## src/verilog/fm_ctrl_pkg.sv

```systemverilog
/*
 Package for the FM tuner control block: register offsets, field
 positions, reset values and timing constants.
 Assumes a 25 MHz system clock and 32-bit APB data.
*/
`default_nettype none
package fm_ctrl_pkg;
   // -----------------------------------------------------------------
   // Clock and timing
   // -----------------------------------------------------------------
   localparam int CLK_HZ = 25000000;
   localparam int LOCK_MIN_US = 2000;
   localparam int LOCK_MAX_US = 10000;
   localparam int STARTUP_US = 900;
   localparam int IFC_SHORT_US = 2000;
   localparam int IFC_LONG_US = 15600;
   localparam int LOCK_MIN_CYC = (LOCK_MIN_US * (CLK_HZ / 1000000));
   localparam int LOCK_MAX_CYC = (LOCK_MAX_US * (CLK_HZ / 1000000));
   localparam int STARTUP_CYC = (STARTUP_US * (CLK_HZ / 1000000));
   // Reference edges per IF count window (32.768 kHz reference)
   localparam int REF_HZ = 32768;
   localparam int IFC_SHORT_REF = (IFC_SHORT_US * REF_HZ) / 1000000;
   localparam int IFC_LONG_REF = (IFC_LONG_US * REF_HZ) / 1000000;
   // -----------------------------------------------------------------
   // Register byte offsets
   // -----------------------------------------------------------------
   localparam logic [7:0] TUNE_WORD_OFS = 8'h00;
   localparam logic [7:0] TUNER_CTRL_OFS = 8'h04;
   localparam logic [7:0] TEST_OFS = 8'h08;
   localparam logic [7:0] STATUS_OFS = 8'h0c;
   localparam logic [7:0] POWER_OFS = 8'h10;
   // -----------------------------------------------------------------
   // Field positions
   // -----------------------------------------------------------------
   // TUNE_WORD: [13:0] word, [14] search, [15] direction
   localparam int SEARCH_BIT = 14;
   localparam int DIR_BIT = 15;
   // TUNER_CTRL
   localparam int BAND_BIT = 0;
   localparam int LOCAL_BIT = 1;
   localparam int IFCP_BIT = 2;
   localparam int HYST_BIT = 3;
   localparam int SOFTDIS_BIT = 4;
   localparam int HARD_BIT = 5;
   localparam int AFM_BIT = 6;
   localparam int BLEND_BIT = 7;
   localparam int SWITCHED_BIT = 8;
   localparam int PSRC_BIT = 9;
   localparam int PVAL_BIT = 10;
   localparam int THR_LSB = 12;
   // TEST: [0] left silence, [1] right silence, [2] test select, [7:4]
   localparam int LSIL_BIT = 0;
   localparam int RSIL_BIT = 1;
   localparam int TSEL_BIT = 2;
   // -----------------------------------------------------------------
   // Reset values
   // -----------------------------------------------------------------
   localparam logic [15:0] TUNE_WORD_RST = 16'h0000;
   localparam logic [15:0] TUNER_CTRL_RST = 16'h3080;
   localparam logic [7:0] TEST_RST = 8'h00;
   localparam logic [1:0] POWER_RST = 2'h0;
   localparam logic [1:0] PWR_STANDBY = 2'h0;
   localparam logic [1:0] PWR_FM_ONLY = 2'h2;
   localparam logic [1:0] PWR_ON = 2'h1;
   // IF count window (counts per 2 ms scaled)
   localparam logic [6:0] IFC_LOW = 7'h1a;
   localparam logic [6:0] IFC_HIGH = 7'h26;
   localparam logic [3:0] HYST_SMALL = 4'h1;
   localparam logic [3:0] HYST_LARGE = 4'h3;
   localparam logic [3:0] STOP_MIN = 4'h3;
   typedef enum logic [2:0] {
      TS_IDLE, TS_SETTLE, TS_COUNT, TS_STEP, TS_DONE
   } tune_state_t;
endpackage
`default_nettype wire

```

## src/verilog/fm_ctrl_if.sv

```systemverilog
/*
 Interface joining the tuning sequencer to the register block.
 Assumes one clock domain, that of the register block.
*/
`default_nettype none
interface fm_ctrl_if;
   logic retrigger;
   logic [15:0] tuneWord;
   logic [15:0] tunerCtrl;
   logic fmOn;
   logic lockedIndicator;
   logic tuningDone;
   logic inRdsUpdate;
   logic [13:0] tunedWord;
   modport ctrl (output retrigger, output tuneWord, output tunerCtrl,
      output fmOn, input lockedIndicator, input tuningDone,
      input inRdsUpdate, input tunedWord);
   modport seq (input retrigger, input tuneWord, input tunerCtrl,
      input fmOn, output lockedIndicator, output tuningDone,
      output inRdsUpdate, output tunedWord);
endinterface
`default_nettype wire

```

## src/verilog/if_counter.sv

```systemverilog
/*
 IF counter: counts IF edges over a window of reference-clock edges,
 giving a 7-bit result and an out-of-window flag.
 Assumes ifPulse and refEdge are one-cycle pulses already synchronised.
*/
`default_nettype none
module if_counter
   import fm_ctrl_pkg::*;
(
   input wire logic clk,
   input wire logic rstn,
   input wire logic refEdge,
   input wire logic ifPulse,
   input wire logic shortPeriod,
   output logic [6:0] ifCount,
   output logic ifOutFlag
);
   logic [9:0] refCnt_q, refCnt_d;
   logic [15:0] acc_q, acc_d;
   logic [6:0] res_q, res_d;
   logic flag_q, flag_d;
   logic [9:0] winLen;
   logic [6:0] scaled;

   // Long window is scaled down so both periods share one 7-bit range
   assign winLen = shortPeriod ? 10'(IFC_SHORT_REF) : 10'(IFC_LONG_REF);
   assign scaled = shortPeriod ? acc_q[6:0] : 7'(acc_q >> 3);

   always_comb begin
      refCnt_d = refCnt_q;
      acc_d = acc_q;
      res_d = res_q;
      flag_d = flag_q;
      if (ifPulse) begin
         acc_d = acc_q + 16'h0001;
      end
      if (refEdge) begin
         if (refCnt_q >= winLen - 10'h001) begin
            refCnt_d = 10'h000;
            acc_d = 16'h0000;
            res_d = scaled;
            flag_d = (scaled < IFC_LOW) || (scaled > IFC_HIGH);
         end else begin
            refCnt_d = refCnt_q + 10'h001;
         end
      end
   end

   always_ff @(posedge clk or negedge rstn) begin
      if (!rstn) begin
         refCnt_q <= 10'h000;
         acc_q <= 16'h0000;
         res_q <= 7'h00;
         flag_q <= 1'b0;
      end else begin
         refCnt_q <= refCnt_d;
         acc_q <= acc_d;
         res_q <= res_d;
         flag_q <= flag_d;
      end
   end

   assign ifCount = res_q;
   assign ifOutFlag = flag_q;
endmodule
`default_nettype wire

```

## src/verilog/tune_sequencer.sv

```systemverilog
/*
 Tuning sequencer: on each retrigger while fmOn is set waits for lock, then steps a
 search or finishes a preset or RDS update.
 Assumes lockIn and levelOk are synchronous level inputs.
*/
`default_nettype none
module tune_sequencer
   import fm_ctrl_pkg::*;
#(
   parameter int LOCK_MIN = LOCK_MIN_CYC,
   parameter int LOCK_MAX = LOCK_MAX_CYC
)
(
   input wire logic clk,
   input wire logic rstn,
   input wire logic lockIn,
   input wire logic levelOk,
   input wire logic ifOk,
   fm_ctrl_if.seq bus
);
   tune_state_t st_q, st_d;
   logic [17:0] tmr_q, tmr_d;
   logic [13:0] word_q, word_d;
   logic done_q, done_d;
   logic lock_q, lock_d;
   logic rds_q, rds_d;
   logic search, up, japan, shortP;
   logic [13:0] lowLim, highLim;

   assign search = bus.tuneWord[SEARCH_BIT];
   assign up = bus.tuneWord[DIR_BIT];
   assign japan = bus.tunerCtrl[BAND_BIT];
   assign shortP = bus.tunerCtrl[IFCP_BIT];
   // Band edge words, high-side injection, 32.768 kHz reference
   assign lowLim = japan ? 14'd9306 : 14'd10708;
   assign highLim = japan ? 14'd11014 : 14'd13211;

   always_comb begin
      st_d = st_q;
      tmr_d = tmr_q;
      word_d = word_q;
      done_d = done_q;
      lock_d = lock_q;
      rds_d = rds_q;
      if (bus.retrigger && bus.fmOn) begin
         st_d = TS_SETTLE;
         tmr_d = 18'h00000;
         word_d = bus.tuneWord[13:0];
         done_d = 1'b0;
         lock_d = 1'b0;
         rds_d = !search && shortP;
      end else begin
         unique case (st_q)
            TS_IDLE: begin
            end
            TS_SETTLE: begin
               tmr_d = tmr_q + 18'h00001;
               if ((tmr_q >= 18'(LOCK_MIN - 1) && lockIn) ||
                   tmr_q >= 18'(LOCK_MAX - 1)) begin
                  lock_d = lockIn;
                  st_d = TS_COUNT;
               end
            end
            TS_COUNT: begin
               if (!search) begin
                  st_d = TS_DONE;
               end else if (levelOk && ifOk) begin
                  st_d = TS_DONE;
               end else begin
                  st_d = TS_STEP;
               end
            end
            TS_STEP: begin
               tmr_d = 18'h00000;
               st_d = TS_SETTLE;
               if (up && word_q < highLim) begin
                  word_d = word_q + 14'd12;
               end else if (!up && word_q > lowLim) begin
                  word_d = word_q - 14'd12;
               end else begin
                  st_d = TS_DONE;
               end
            end
            TS_DONE: begin
               done_d = 1'b1;
               rds_d = 1'b0;
               st_d = TS_IDLE;
            end
         endcase
      end
   end

   always_ff @(posedge clk or negedge rstn) begin
      if (!rstn) begin
         st_q <= TS_IDLE;
         tmr_q <= 18'h00000;
         word_q <= 14'h0000;
         done_q <= 1'b0;
         lock_q <= 1'b0;
         rds_q <= 1'b0;
      end else begin
         st_q <= st_d;
         tmr_q <= tmr_d;
         word_q <= word_d;
         done_q <= done_d;
         lock_q <= lock_d;
         rds_q <= rds_d;
      end
   end

   assign bus.lockedIndicator = lock_q;
   assign bus.tuningDone = done_q;
   assign bus.inRdsUpdate = rds_q;
   assign bus.tunedWord = word_q;
endmodule
`default_nettype wire

```

## src/verilog/fm_tuner_control_logic.sv

```systemverilog
/*
 Top of the FM tuner digital control layer: APB register slave,
 reference sampling, IF counter, level flag, mute, blend, port and
 power states.
 Assumes an APB master on clk, and pin inputs asynchronous to clk.
*/
`default_nettype none
module fm_tuner_control_logic
   import fm_ctrl_pkg::*;
#(
   parameter int LOCK_MIN = LOCK_MIN_CYC,
   parameter int LOCK_MAX = LOCK_MAX_CYC,
   parameter int STARTUP = STARTUP_CYC
)
(
   input wire logic clk,
   input wire logic rstn,
   input wire logic psel,
   input wire logic penable,
   input wire logic pwrite,
   input wire logic [7:0] paddr,
   input wire logic [31:0] pwdata,
   output logic [31:0] prdata,
   output logic pready,
   output logic pslverr,
   input wire logic ref_clock_input,
   input wire logic ifPulseIn,
   input wire logic pllLockIn,
   input wire logic [3:0] levelIn,
   input wire logic stereoPilotIn,
   output logic left_audio_out,
   output logic left_audio_out_oe,
   output logic right_audio_out,
   output logic right_audio_out_oe,
   output logic audioBlock,
   output logic softAttenuationOn,
   output logic lowGain,
   output logic forceMono,
   output logic blendEnable,
   output logic blendSwitched,
   output logic portOut,
   output logic fmPowerOn,
   output logic rdsPowerOn,
   output logic rdsDataEnable,
   output logic [7:0] rdsDefaultsOut
);
   import fm_ctrl_pkg::*;

   fm_ctrl_if link ();

   // ---------------------------------------------------------------
   // Pin synchronisers
   // ---------------------------------------------------------------
   logic [7:0] syncA_q, syncB_q;
   logic refPrev_q, ifPrev_q;
   always_ff @(posedge clk or negedge rstn) begin
      if (!rstn) begin
         syncA_q <= 8'h00;
         syncB_q <= 8'h00;
         refPrev_q <= 1'b0;
         ifPrev_q <= 1'b0;
      end else begin
         syncA_q <= {stereoPilotIn, levelIn, pllLockIn, ifPulseIn,
            ref_clock_input};
         syncB_q <= syncA_q;
         refPrev_q <= syncB_q[0];
         ifPrev_q <= syncB_q[1];
      end
   end
   logic refEdge, ifEdge, lockS, pilotS;
   logic [3:0] levelS;
   assign refEdge = syncB_q[0] && !refPrev_q;
   assign ifEdge = syncB_q[1] && !ifPrev_q;
   assign lockS = syncB_q[2];
   assign levelS = syncB_q[6:3];
   assign pilotS = syncB_q[7];

   // ---------------------------------------------------------------
   // Registers
   // ---------------------------------------------------------------
   logic [15:0] tune_q, tune_d;
   logic [15:0] ctrl_q, ctrl_d;
   logic [7:0] test_q, test_d;
   logic [1:0] pwr_q, pwr_d;
   logic retrig_q, retrig_d;
   logic [31:0] rdata_q, rdata_d;
   logic wrAcc, rdAcc, mapped;
   logic [6:0] ifCount;
   logic ifOutFlag;
   logic levelLow_q, levelLow_d;
   logic [19:0] startCnt_q, startCnt_d;
   logic rdsReady_q, rdsReady_d;
   logic [7:0] rdsBytes_q, rdsBytes_d;
   logic [2:0] rdsFlags_q, rdsFlags_d;

   assign wrAcc = psel && penable && pwrite;
   assign rdAcc = psel && !penable && !pwrite;
   assign mapped = (paddr == TUNE_WORD_OFS) || (paddr == TUNER_CTRL_OFS)
      || (paddr == TEST_OFS) || (paddr == STATUS_OFS)
      || (paddr == POWER_OFS);

   always_comb begin
      tune_d = tune_q;
      ctrl_d = ctrl_q;
      test_d = test_q;
      pwr_d = pwr_q;
      retrig_d = 1'b0;
      rdata_d = rdata_q;
      if (wrAcc) begin
         unique case (paddr)
            TUNE_WORD_OFS: begin
               tune_d = pwdata[15:0];
               retrig_d = 1'b1;
            end
            TUNER_CTRL_OFS: begin
               ctrl_d = pwdata[15:0];
               retrig_d = 1'b1;
            end
            TEST_OFS: begin
               test_d = pwdata[7:0];
               retrig_d = 1'b1;
            end
            POWER_OFS: begin
               pwr_d = pwdata[1:0];
            end
            default: begin
            end
         endcase
      end
      if (rdAcc) begin
         unique case (paddr)
            TUNE_WORD_OFS: rdata_d = {16'h0000, tune_q};
            TUNER_CTRL_OFS: rdata_d = {16'h0000, ctrl_q};
            TEST_OFS: rdata_d = {24'h000000, test_q};
            STATUS_OFS: rdata_d = {rdsFlags_q, link.tunedWord, levelS,
               ifCount, ifOutFlag, levelLow_q, link.tuningDone,
               link.lockedIndicator};
            POWER_OFS: rdata_d = {29'h0, rdsReady_q, pwr_q};
            default: rdata_d = 32'h00000000;
         endcase
      end
   end

   always_ff @(posedge clk or negedge rstn) begin
      if (!rstn) begin
         tune_q <= TUNE_WORD_RST;
         ctrl_q <= TUNER_CTRL_RST;
         test_q <= TEST_RST;
         pwr_q <= POWER_RST;
         retrig_q <= 1'b0;
         rdata_q <= 32'h00000000;
      end else begin
         tune_q <= tune_d;
         ctrl_q <= ctrl_d;
         test_q <= test_d;
         pwr_q <= pwr_d;
         retrig_q <= retrig_d;
         rdata_q <= rdata_d;
      end
   end

   assign pready = 1'b1;
   assign pslverr = psel && penable && !mapped;
   assign prdata = rdata_q;

   // ---------------------------------------------------------------
   // Tuning sequencer and IF counter
   // ---------------------------------------------------------------
   logic shortPeriod;
   assign link.retrigger = retrig_q;
   assign link.tuneWord = tune_q;
   assign link.tunerCtrl = ctrl_q;
   assign link.fmOn = fmPowerOn;
   // Short window only until tuning completes
   assign shortPeriod = ctrl_q[IFCP_BIT] && !link.tuningDone;

   tune_sequencer #(
      .LOCK_MIN(LOCK_MIN),
      .LOCK_MAX(LOCK_MAX)
   ) u_seq (
      .clk(clk),
      .rstn(rstn),
      .lockIn(lockS),
      .levelOk(!levelLow_q),
      .ifOk(!ifOutFlag),
      .bus(link)
   );

   if_counter u_ifc (
      .clk(clk),
      .rstn(rstn),
      .refEdge(refEdge),
      .ifPulse(ifEdge),
      .shortPeriod(shortPeriod),
      .ifCount(ifCount),
      .ifOutFlag(ifOutFlag)
   );

   // ---------------------------------------------------------------
   // Level flag with hysteresis
   // ---------------------------------------------------------------
   logic [3:0] thr, hyst, effThr;
   assign thr = (ctrl_q[THR_LSB +: 4] < STOP_MIN) ? STOP_MIN :
      ctrl_q[THR_LSB +: 4];
   assign hyst = ctrl_q[HYST_BIT] ? HYST_LARGE : HYST_SMALL;
   // Once tuned the hysteresis lowers the limit, at minimum down to 0
   assign effThr = !link.tuningDone ? thr :
      (thr > hyst ? thr - hyst : 4'h0);
   always_comb begin
      levelLow_d = levelS < effThr;
   end
   always_ff @(posedge clk or negedge rstn) begin
      if (!rstn) begin
         levelLow_q <= 1'b0;
      end else begin
         levelLow_q <= levelLow_d;
      end
   end

   // ---------------------------------------------------------------
   // Power states and start-up
   // ---------------------------------------------------------------
   always_comb begin
      startCnt_d = startCnt_q;
      rdsReady_d = rdsReady_q;
      rdsBytes_d = rdsBytes_q;
      rdsFlags_d = rdsFlags_q;
      if (pwr_q != PWR_ON) begin
         startCnt_d = 20'h00000;
         rdsReady_d = 1'b0;
      end else if (!rdsReady_q) begin
         if (startCnt_q >= 20'(STARTUP - 1)) begin
            rdsReady_d = 1'b1;
            rdsBytes_d = 8'h00;
            rdsFlags_d = 3'h0;
         end else begin
            startCnt_d = startCnt_q + 20'h00001;
         end
      end
   end
   always_ff @(posedge clk or negedge rstn) begin
      if (!rstn) begin
         startCnt_q <= 20'h00000;
         rdsReady_q <= 1'b0;
      end else begin
         startCnt_q <= startCnt_d;
         rdsReady_q <= rdsReady_d;
      end
   end
   // RDS state is not cleared by reset, only by power-up
   always_ff @(posedge clk) begin
      rdsBytes_q <= rdsBytes_d;
      rdsFlags_q <= rdsFlags_d;
   end

   assign fmPowerOn = (pwr_q == PWR_ON) || (pwr_q == PWR_FM_ONLY);
   assign rdsPowerOn = (pwr_q == PWR_ON) && rdsReady_q;
   assign rdsDefaultsOut = rdsBytes_q;

   // ---------------------------------------------------------------
   // Audio, blend and port
   // ---------------------------------------------------------------
   logic standby;
   assign standby = !fmPowerOn;
   assign left_audio_out = 1'b0;
   assign right_audio_out = 1'b0;
   assign left_audio_out_oe = !(standby || ctrl_q[HARD_BIT] ||
      test_q[LSIL_BIT]);
   assign right_audio_out_oe = !(standby || ctrl_q[HARD_BIT] ||
      test_q[RSIL_BIT]);
   assign audioBlock = ctrl_q[AFM_BIT] || link.inRdsUpdate;
   assign softAttenuationOn = !ctrl_q[SOFTDIS_BIT];
   assign lowGain = ctrl_q[LOCAL_BIT];
   assign forceMono = test_q[LSIL_BIT] || test_q[RSIL_BIT];
   assign blendEnable = ctrl_q[BLEND_BIT] && pilotS;
   assign blendSwitched = ctrl_q[SWITCHED_BIT];
   assign rdsDataEnable = rdsPowerOn && ctrl_q[AFM_BIT];
   // Port stays live in every power state
   assign portOut = test_q[TSEL_BIT] ? link.lockedIndicator :
      (ctrl_q[PSRC_BIT] ? link.tuningDone : ctrl_q[PVAL_BIT]);
endmodule
`default_nettype wire

```

## config.mk

```make
export PLATFORM = sky130hd
export DESIGN_NAME = fm_tuner_control_logic
export DESIGN_NICKNAME = d
export VERILOG_FILES = /design/src/verilog/fm_ctrl_pkg.sv /design/src/verilog/fm_ctrl_if.sv /design/src/verilog/if_counter.sv /design/src/verilog/tune_sequencer.sv /design/src/verilog/fm_tuner_control_logic.sv
export SDC_FILE = /design/constraint.sdc
export NUM_CORES = 1
export LEC_CHECK = 0
export BUFFER_PORTS_ARGS = -buffer_cell sky130_fd_sc_hd__buf_2
export CAP_MARGIN = 40
export CORE_ASPECT_RATIO = 1.5
export CORE_MARGIN = 3
export CORE_UTILIZATION = 48
export CTS_BUF_LIST = sky130_fd_sc_hd__clkbuf_2
export DETAILED_ROUTE_END_ITERATION = 16
export PLACE_DENSITY_LB_ADDON = 0.05
export SETUP_SLACK_MARGIN = 0.05
export SYNTH_ARGS = -nofsm -noshare
export SYNTH_HDL_FRONTEND = slang
export SYNTH_SLANG_ARGS = --single-unit
export TNS_END_PERCENT = 50
```

## constraint.sdc

```tcl
create_clock -name clk -period 3.9 [get_ports clk]
set_clock_uncertainty 0.2 [all_clocks]
set_input_delay 0.585 -clock clk [delete_from_list [all_inputs] [get_ports clk]]
set_output_delay 0.585 -clock clk [all_outputs]
set_load 0.02 [all_outputs]
```

==> flow_metrics.tcl <==
set metrics [dict create \
    path_delay_family "simple AND/OR/NAND/NOR gates" \
    seqCellArea_sq_um 4460 \
    p_int_w 0.00237 \
    synth_seq_cells 178 \
    finalInstanceArea_sq_um 10500 \
    yosysSeqAreaShare_pct 48.1 \
    grt_max_degree 98 \
    path_clk_slew_ps 280 \
    gp_congestion 0.849 \
    multiInputGateArea_sq_um 4530 \
    cts_tree "built" \
    cp-end-kind "flip-flop" \
    reg2reg_slack_ps 350 \
    min_period_over_period_pct 91.1 \
    swShare_pct 30.6 \
    crit_required_ps 4390 \
    vias 6934 \
    layout_setup_ws_ps 349 \
    setup_viol 0 \
    cts_num_sinks 178 \
    hold_viol_final 0 \
    wl_per_cell_microns 16.4 \
    grt_pass1_wl_microns 35500 \
    yosys.area.top_type_share_pct 47.3 \
    cp-start-kind "flip-flop" \
    insertion_delay_ps 740 \
    ant_nets 0 \
    synth_top_area_cell "dfrtp_1" \
    crit_path_max_incr_delay_ps 450 \
    power.total_w 0.00341 \
    synth_xor_area_share_pct 4.35 \
    drtIter0Drc 347 \
    ctsLongestPathBuffers 2 \
    power_frac_comb_pct 11.2 \
    synthToLayoutAreaGrowth_pct 13.3 \
    antenna_found_initial 1 \
    synthMuxAreaShare_pct 7.50 \
    worst_pin_slew_ps 836 \
    peakVddDrop_mv 0.237 \
    synthCells 918 \
    drt_wl_total_microns 21200 \
    cp_common_cell "inv_2" \
    synthArstFlopShare_pct 100 \
    syn_area_per_cell_sq_um 10.1 \
    placed_area_sq_um 9940 \
    relSlewSlack_pct 44.3 \
    crit_chain "inv_2, ha_1, o211a_1, nor3_1, o21ai_0, a21oi_1, inv_2, buf_4, ha_2, or4_1, o311a_1, nand2_1, o21ai_1, xor2_1, or3_1, a31oi_1" \
    die_x_microns 119 \
    power_frac_clock_pct 28.9 \
    p_per_area_nw_per_um2 325 \
    cts_inserted_buffers 17 \
    die_area_sq_um 21000 \
    h-tree-depth 4 \
    drv_cap 0 \
    syn_area_sq_um 9260 \
    yosys.area_share.simple_pct 17.2 \
    dieHeight_microns 176 \
    clock.fmax_mhz 282 \
    hold_class "input port to flip-flop" \
    crit_type "flip-flop to flip-flop" \
    layout.nets 1117 \
    synth_compound_area_share_pct 13.4 \
    report.final.slew_viol_count 0 \
    fillers 1782 \
    ys_types 67 \
    postCtsSetupBuffers 0 \
    drive_above_1_share_pct 19.1 \
    fin_util_pct 55.9 \
    port-buffer-count 78 \
    leakage_nw 5.13 \
    power_frac_seq_pct 59.9 \
    synth_edf_count 0 \
    grt_pass1_vias 7039 \
    worst_path_max_delay_cell "dfrtp_1" \
    overflow 0 \
    period_minus_slack_ps 3550 \
    path_max_fanout 7 \
    rsz0062_at_grt "no" \
    drc 0 \
    root_buffer "clkbuf_2" \
    synthAdderAreaFrac_pct 5.70 \
    track_usage_pct 20.9 \
    rows 61 \
    io_pins 109 \
    core_area_sq_um 18800 \
    power_switching_w 0.00105 \
    synth_ff_type "dfrtp_1" \
    routed_via_density 5.38 \
    crit_arrival_ps 4040 \
    start_util_pct 49.3 \
    status "completed" \
    critPathBufInv 3 \
    synth_warnings 0 \
    totalNegativeSetupSlack_ps 0 \
    firstDrtPassIters 5 \
    place_hpwl_microns 15300 \
    synth_top_family_by_area "simple AND/OR/NAND/NOR gates" \
    yosys-top-cells-area "dfrtp_1 (47%), ha_1 (5.3%), mux2_2 (5.2%), nand2_1 (4.0%), o21ai_0 (3.8%)" \
    pre_cts_ws_ps 160 \
]
==> registers in the layout, indices dropped and copies added (netlist names), 2 cells and up <==
register / flops
u_seq.bus.tunedWord: 14
u_ifc.refCnt_q: 10
u_seq.st_q: 3
u_ifc.ifCount: 7
syncA_q: 8
syncB_q: 8
pwr_q: 2
prdata: 29
u_ifc.acc_q: 10
link.tuneWord: 16
u_seq.tmr_q: 18
ctrl_q: 16
test_q: 8
startCnt_q: 20
==> power by group through the flow <==
stage / Clock (W) / Sequential [W] / Combinational [W]
floorplan: 0 / 0.00203 / 0.000283
global placement: 0 / 0.00208 / 0.000356
detailed placement: 0 / 0.00208 / 0.000360
CTS: 0.00103 / 0.00205 / 0.000385
global route: 0.00111 / 0.00207 / 0.000441
finish: 0.000987 / 0.00205 / 0.000381
==> routing by layer <==
| layer | vias up | track usage (%) | share of wire (%) |
|---|---|---|---|
| li1 | 3439 | - | - |
| met1 | 3369 | 26.3 | 44 |
| met2 | 103 | 36.8 | 52 |
| met3 | 23 | 3.24 | 2.3 |
| met4 | 0 | 6.69 | 1.8 |
| met5 | - | 0 | 0 |
==> worst reg2reg max path, stage by stage, from the launching register on <==
cell     delay, ps
dfrtp_1        450
inv_2          110
ha_1           260
o211a_1        130
nor3_1         130
o21ai_0        130
a21oi_1        220
inv_2          130
buf_4          180
ha_2           210
or4_1          400
o311a_1        120
nand2_1        120
o21ai_1        100
xor2_1         160
or3_1          310
a31oi_1        170
==> logic make-up (layout without fill, tap and decap cells) <==
group                    count (synthesis)  in the layout
other                                    2             15
AO/OA/AOI/OAI                          193            193
AND/OR/NAND/NOR                        322            322
multiplexers                            64             64
XOR/XNOR                                46             46
flip-flops                             178            178
adder cells (fa/ha/maj)                 41             41
buffers and inverters                   72            178
==> worst paths after layout <==
check | startpoint | end | cells past startpoint
setup reg to reg | ctrl_q[0] | u_seq.bus.tunedWord[13] | 16
min in group asynchronous | rstn | u_seq.tmr_q[3] | 2
hold reg to reg | syncA_q[1] | syncB_q[1] | 0
max in group asynchronous | rstn | ctrl_q[12] | 3
hold / removal | paddr[4] | pwr_q[1] | 4
setup / recovery | ctrl_q[0] | u_seq.bus.tunedWord[13] | 16
==> cell usage in the layout (no fill, tap or decap), types with 16 or more instances in the layout <==
cell             n
a21oi_1         41
and2_1          25
and3_1          16
buf_2           77
buf_4           21
clkbuf_2        17
dfrtp_1        175
dlygate4sd3_1   28
ha_1            37
mux2_2          43
mux2i_1         21
nand2_1         99
nand3_1         19
nand4_1         17
nor2_1          75
o21ai_0         70
xnor2_1         23
xor2_1          23
==> layout make-up <==
type	instances	area share, %
multi-input combinational	680	43.1
sequential	178	42.5
timing repair buffer	129	8.31
tap	252	3.00
clock inverter	15	1.63
clock buffer	17	0.811
inverter	17	0.608
antenna	1	0.0238
==> through the flow <==
step	std cells	hold WS (ps)
global route	1289	113
detailed placement	1228	135
floorplan	930	89.4
CTS	1288	72.3
finish	1289	175
global placement	1226	132
==> cells in the mapped netlist, types with 3 or more instances <==
| library cell | instances |
|---|---|
| a22o_1 | 11 |
| buf_2 | 5 |
| nor2_1 | 75 |
| a211o_1 | 3 |
| a31oi_1 | 6 |
| or2_2 | 6 |
| and3_1 | 16 |
| xor2_1 | 23 |
| inv_1 | 17 |
| clkbuf_1 | 34 |
| and2_1 | 25 |
| or4_1 | 3 |
| nand2b_1 | 6 |
| o21a_1 | 7 |
| mux2_2 | 43 |
| nand4_1 | 17 |
| a221oi_1 | 5 |
| and4_1 | 3 |
| dfrtp_1 | 175 |
| o211ai_1 | 3 |
| mux2i_1 | 21 |
| nor4_1 | 4 |
| o22a_1 | 3 |
| nor2b_1 | 15 |
| o21ai_0 | 71 |
| a21o_1 | 8 |
| a21oi_1 | 41 |
| nor3_1 | 13 |
| o31ai_1 | 7 |
| ha_1 | 39 |
| or3_1 | 6 |
| nand2_1 | 99 |
| nand3_1 | 19 |
| dfstp_2 | 3 |
| a22oi_1 | 7 |
| xnor2_1 | 23 |
| buf_4 | 14 |
==> what timing repair did <==
action	CTS	global route
endpoints found under the hold margin	144	0
hold buffers	28	0
resized for setup	0	5
setup endpoints to repair	0	5
Power figures use the tool's default switching activity.
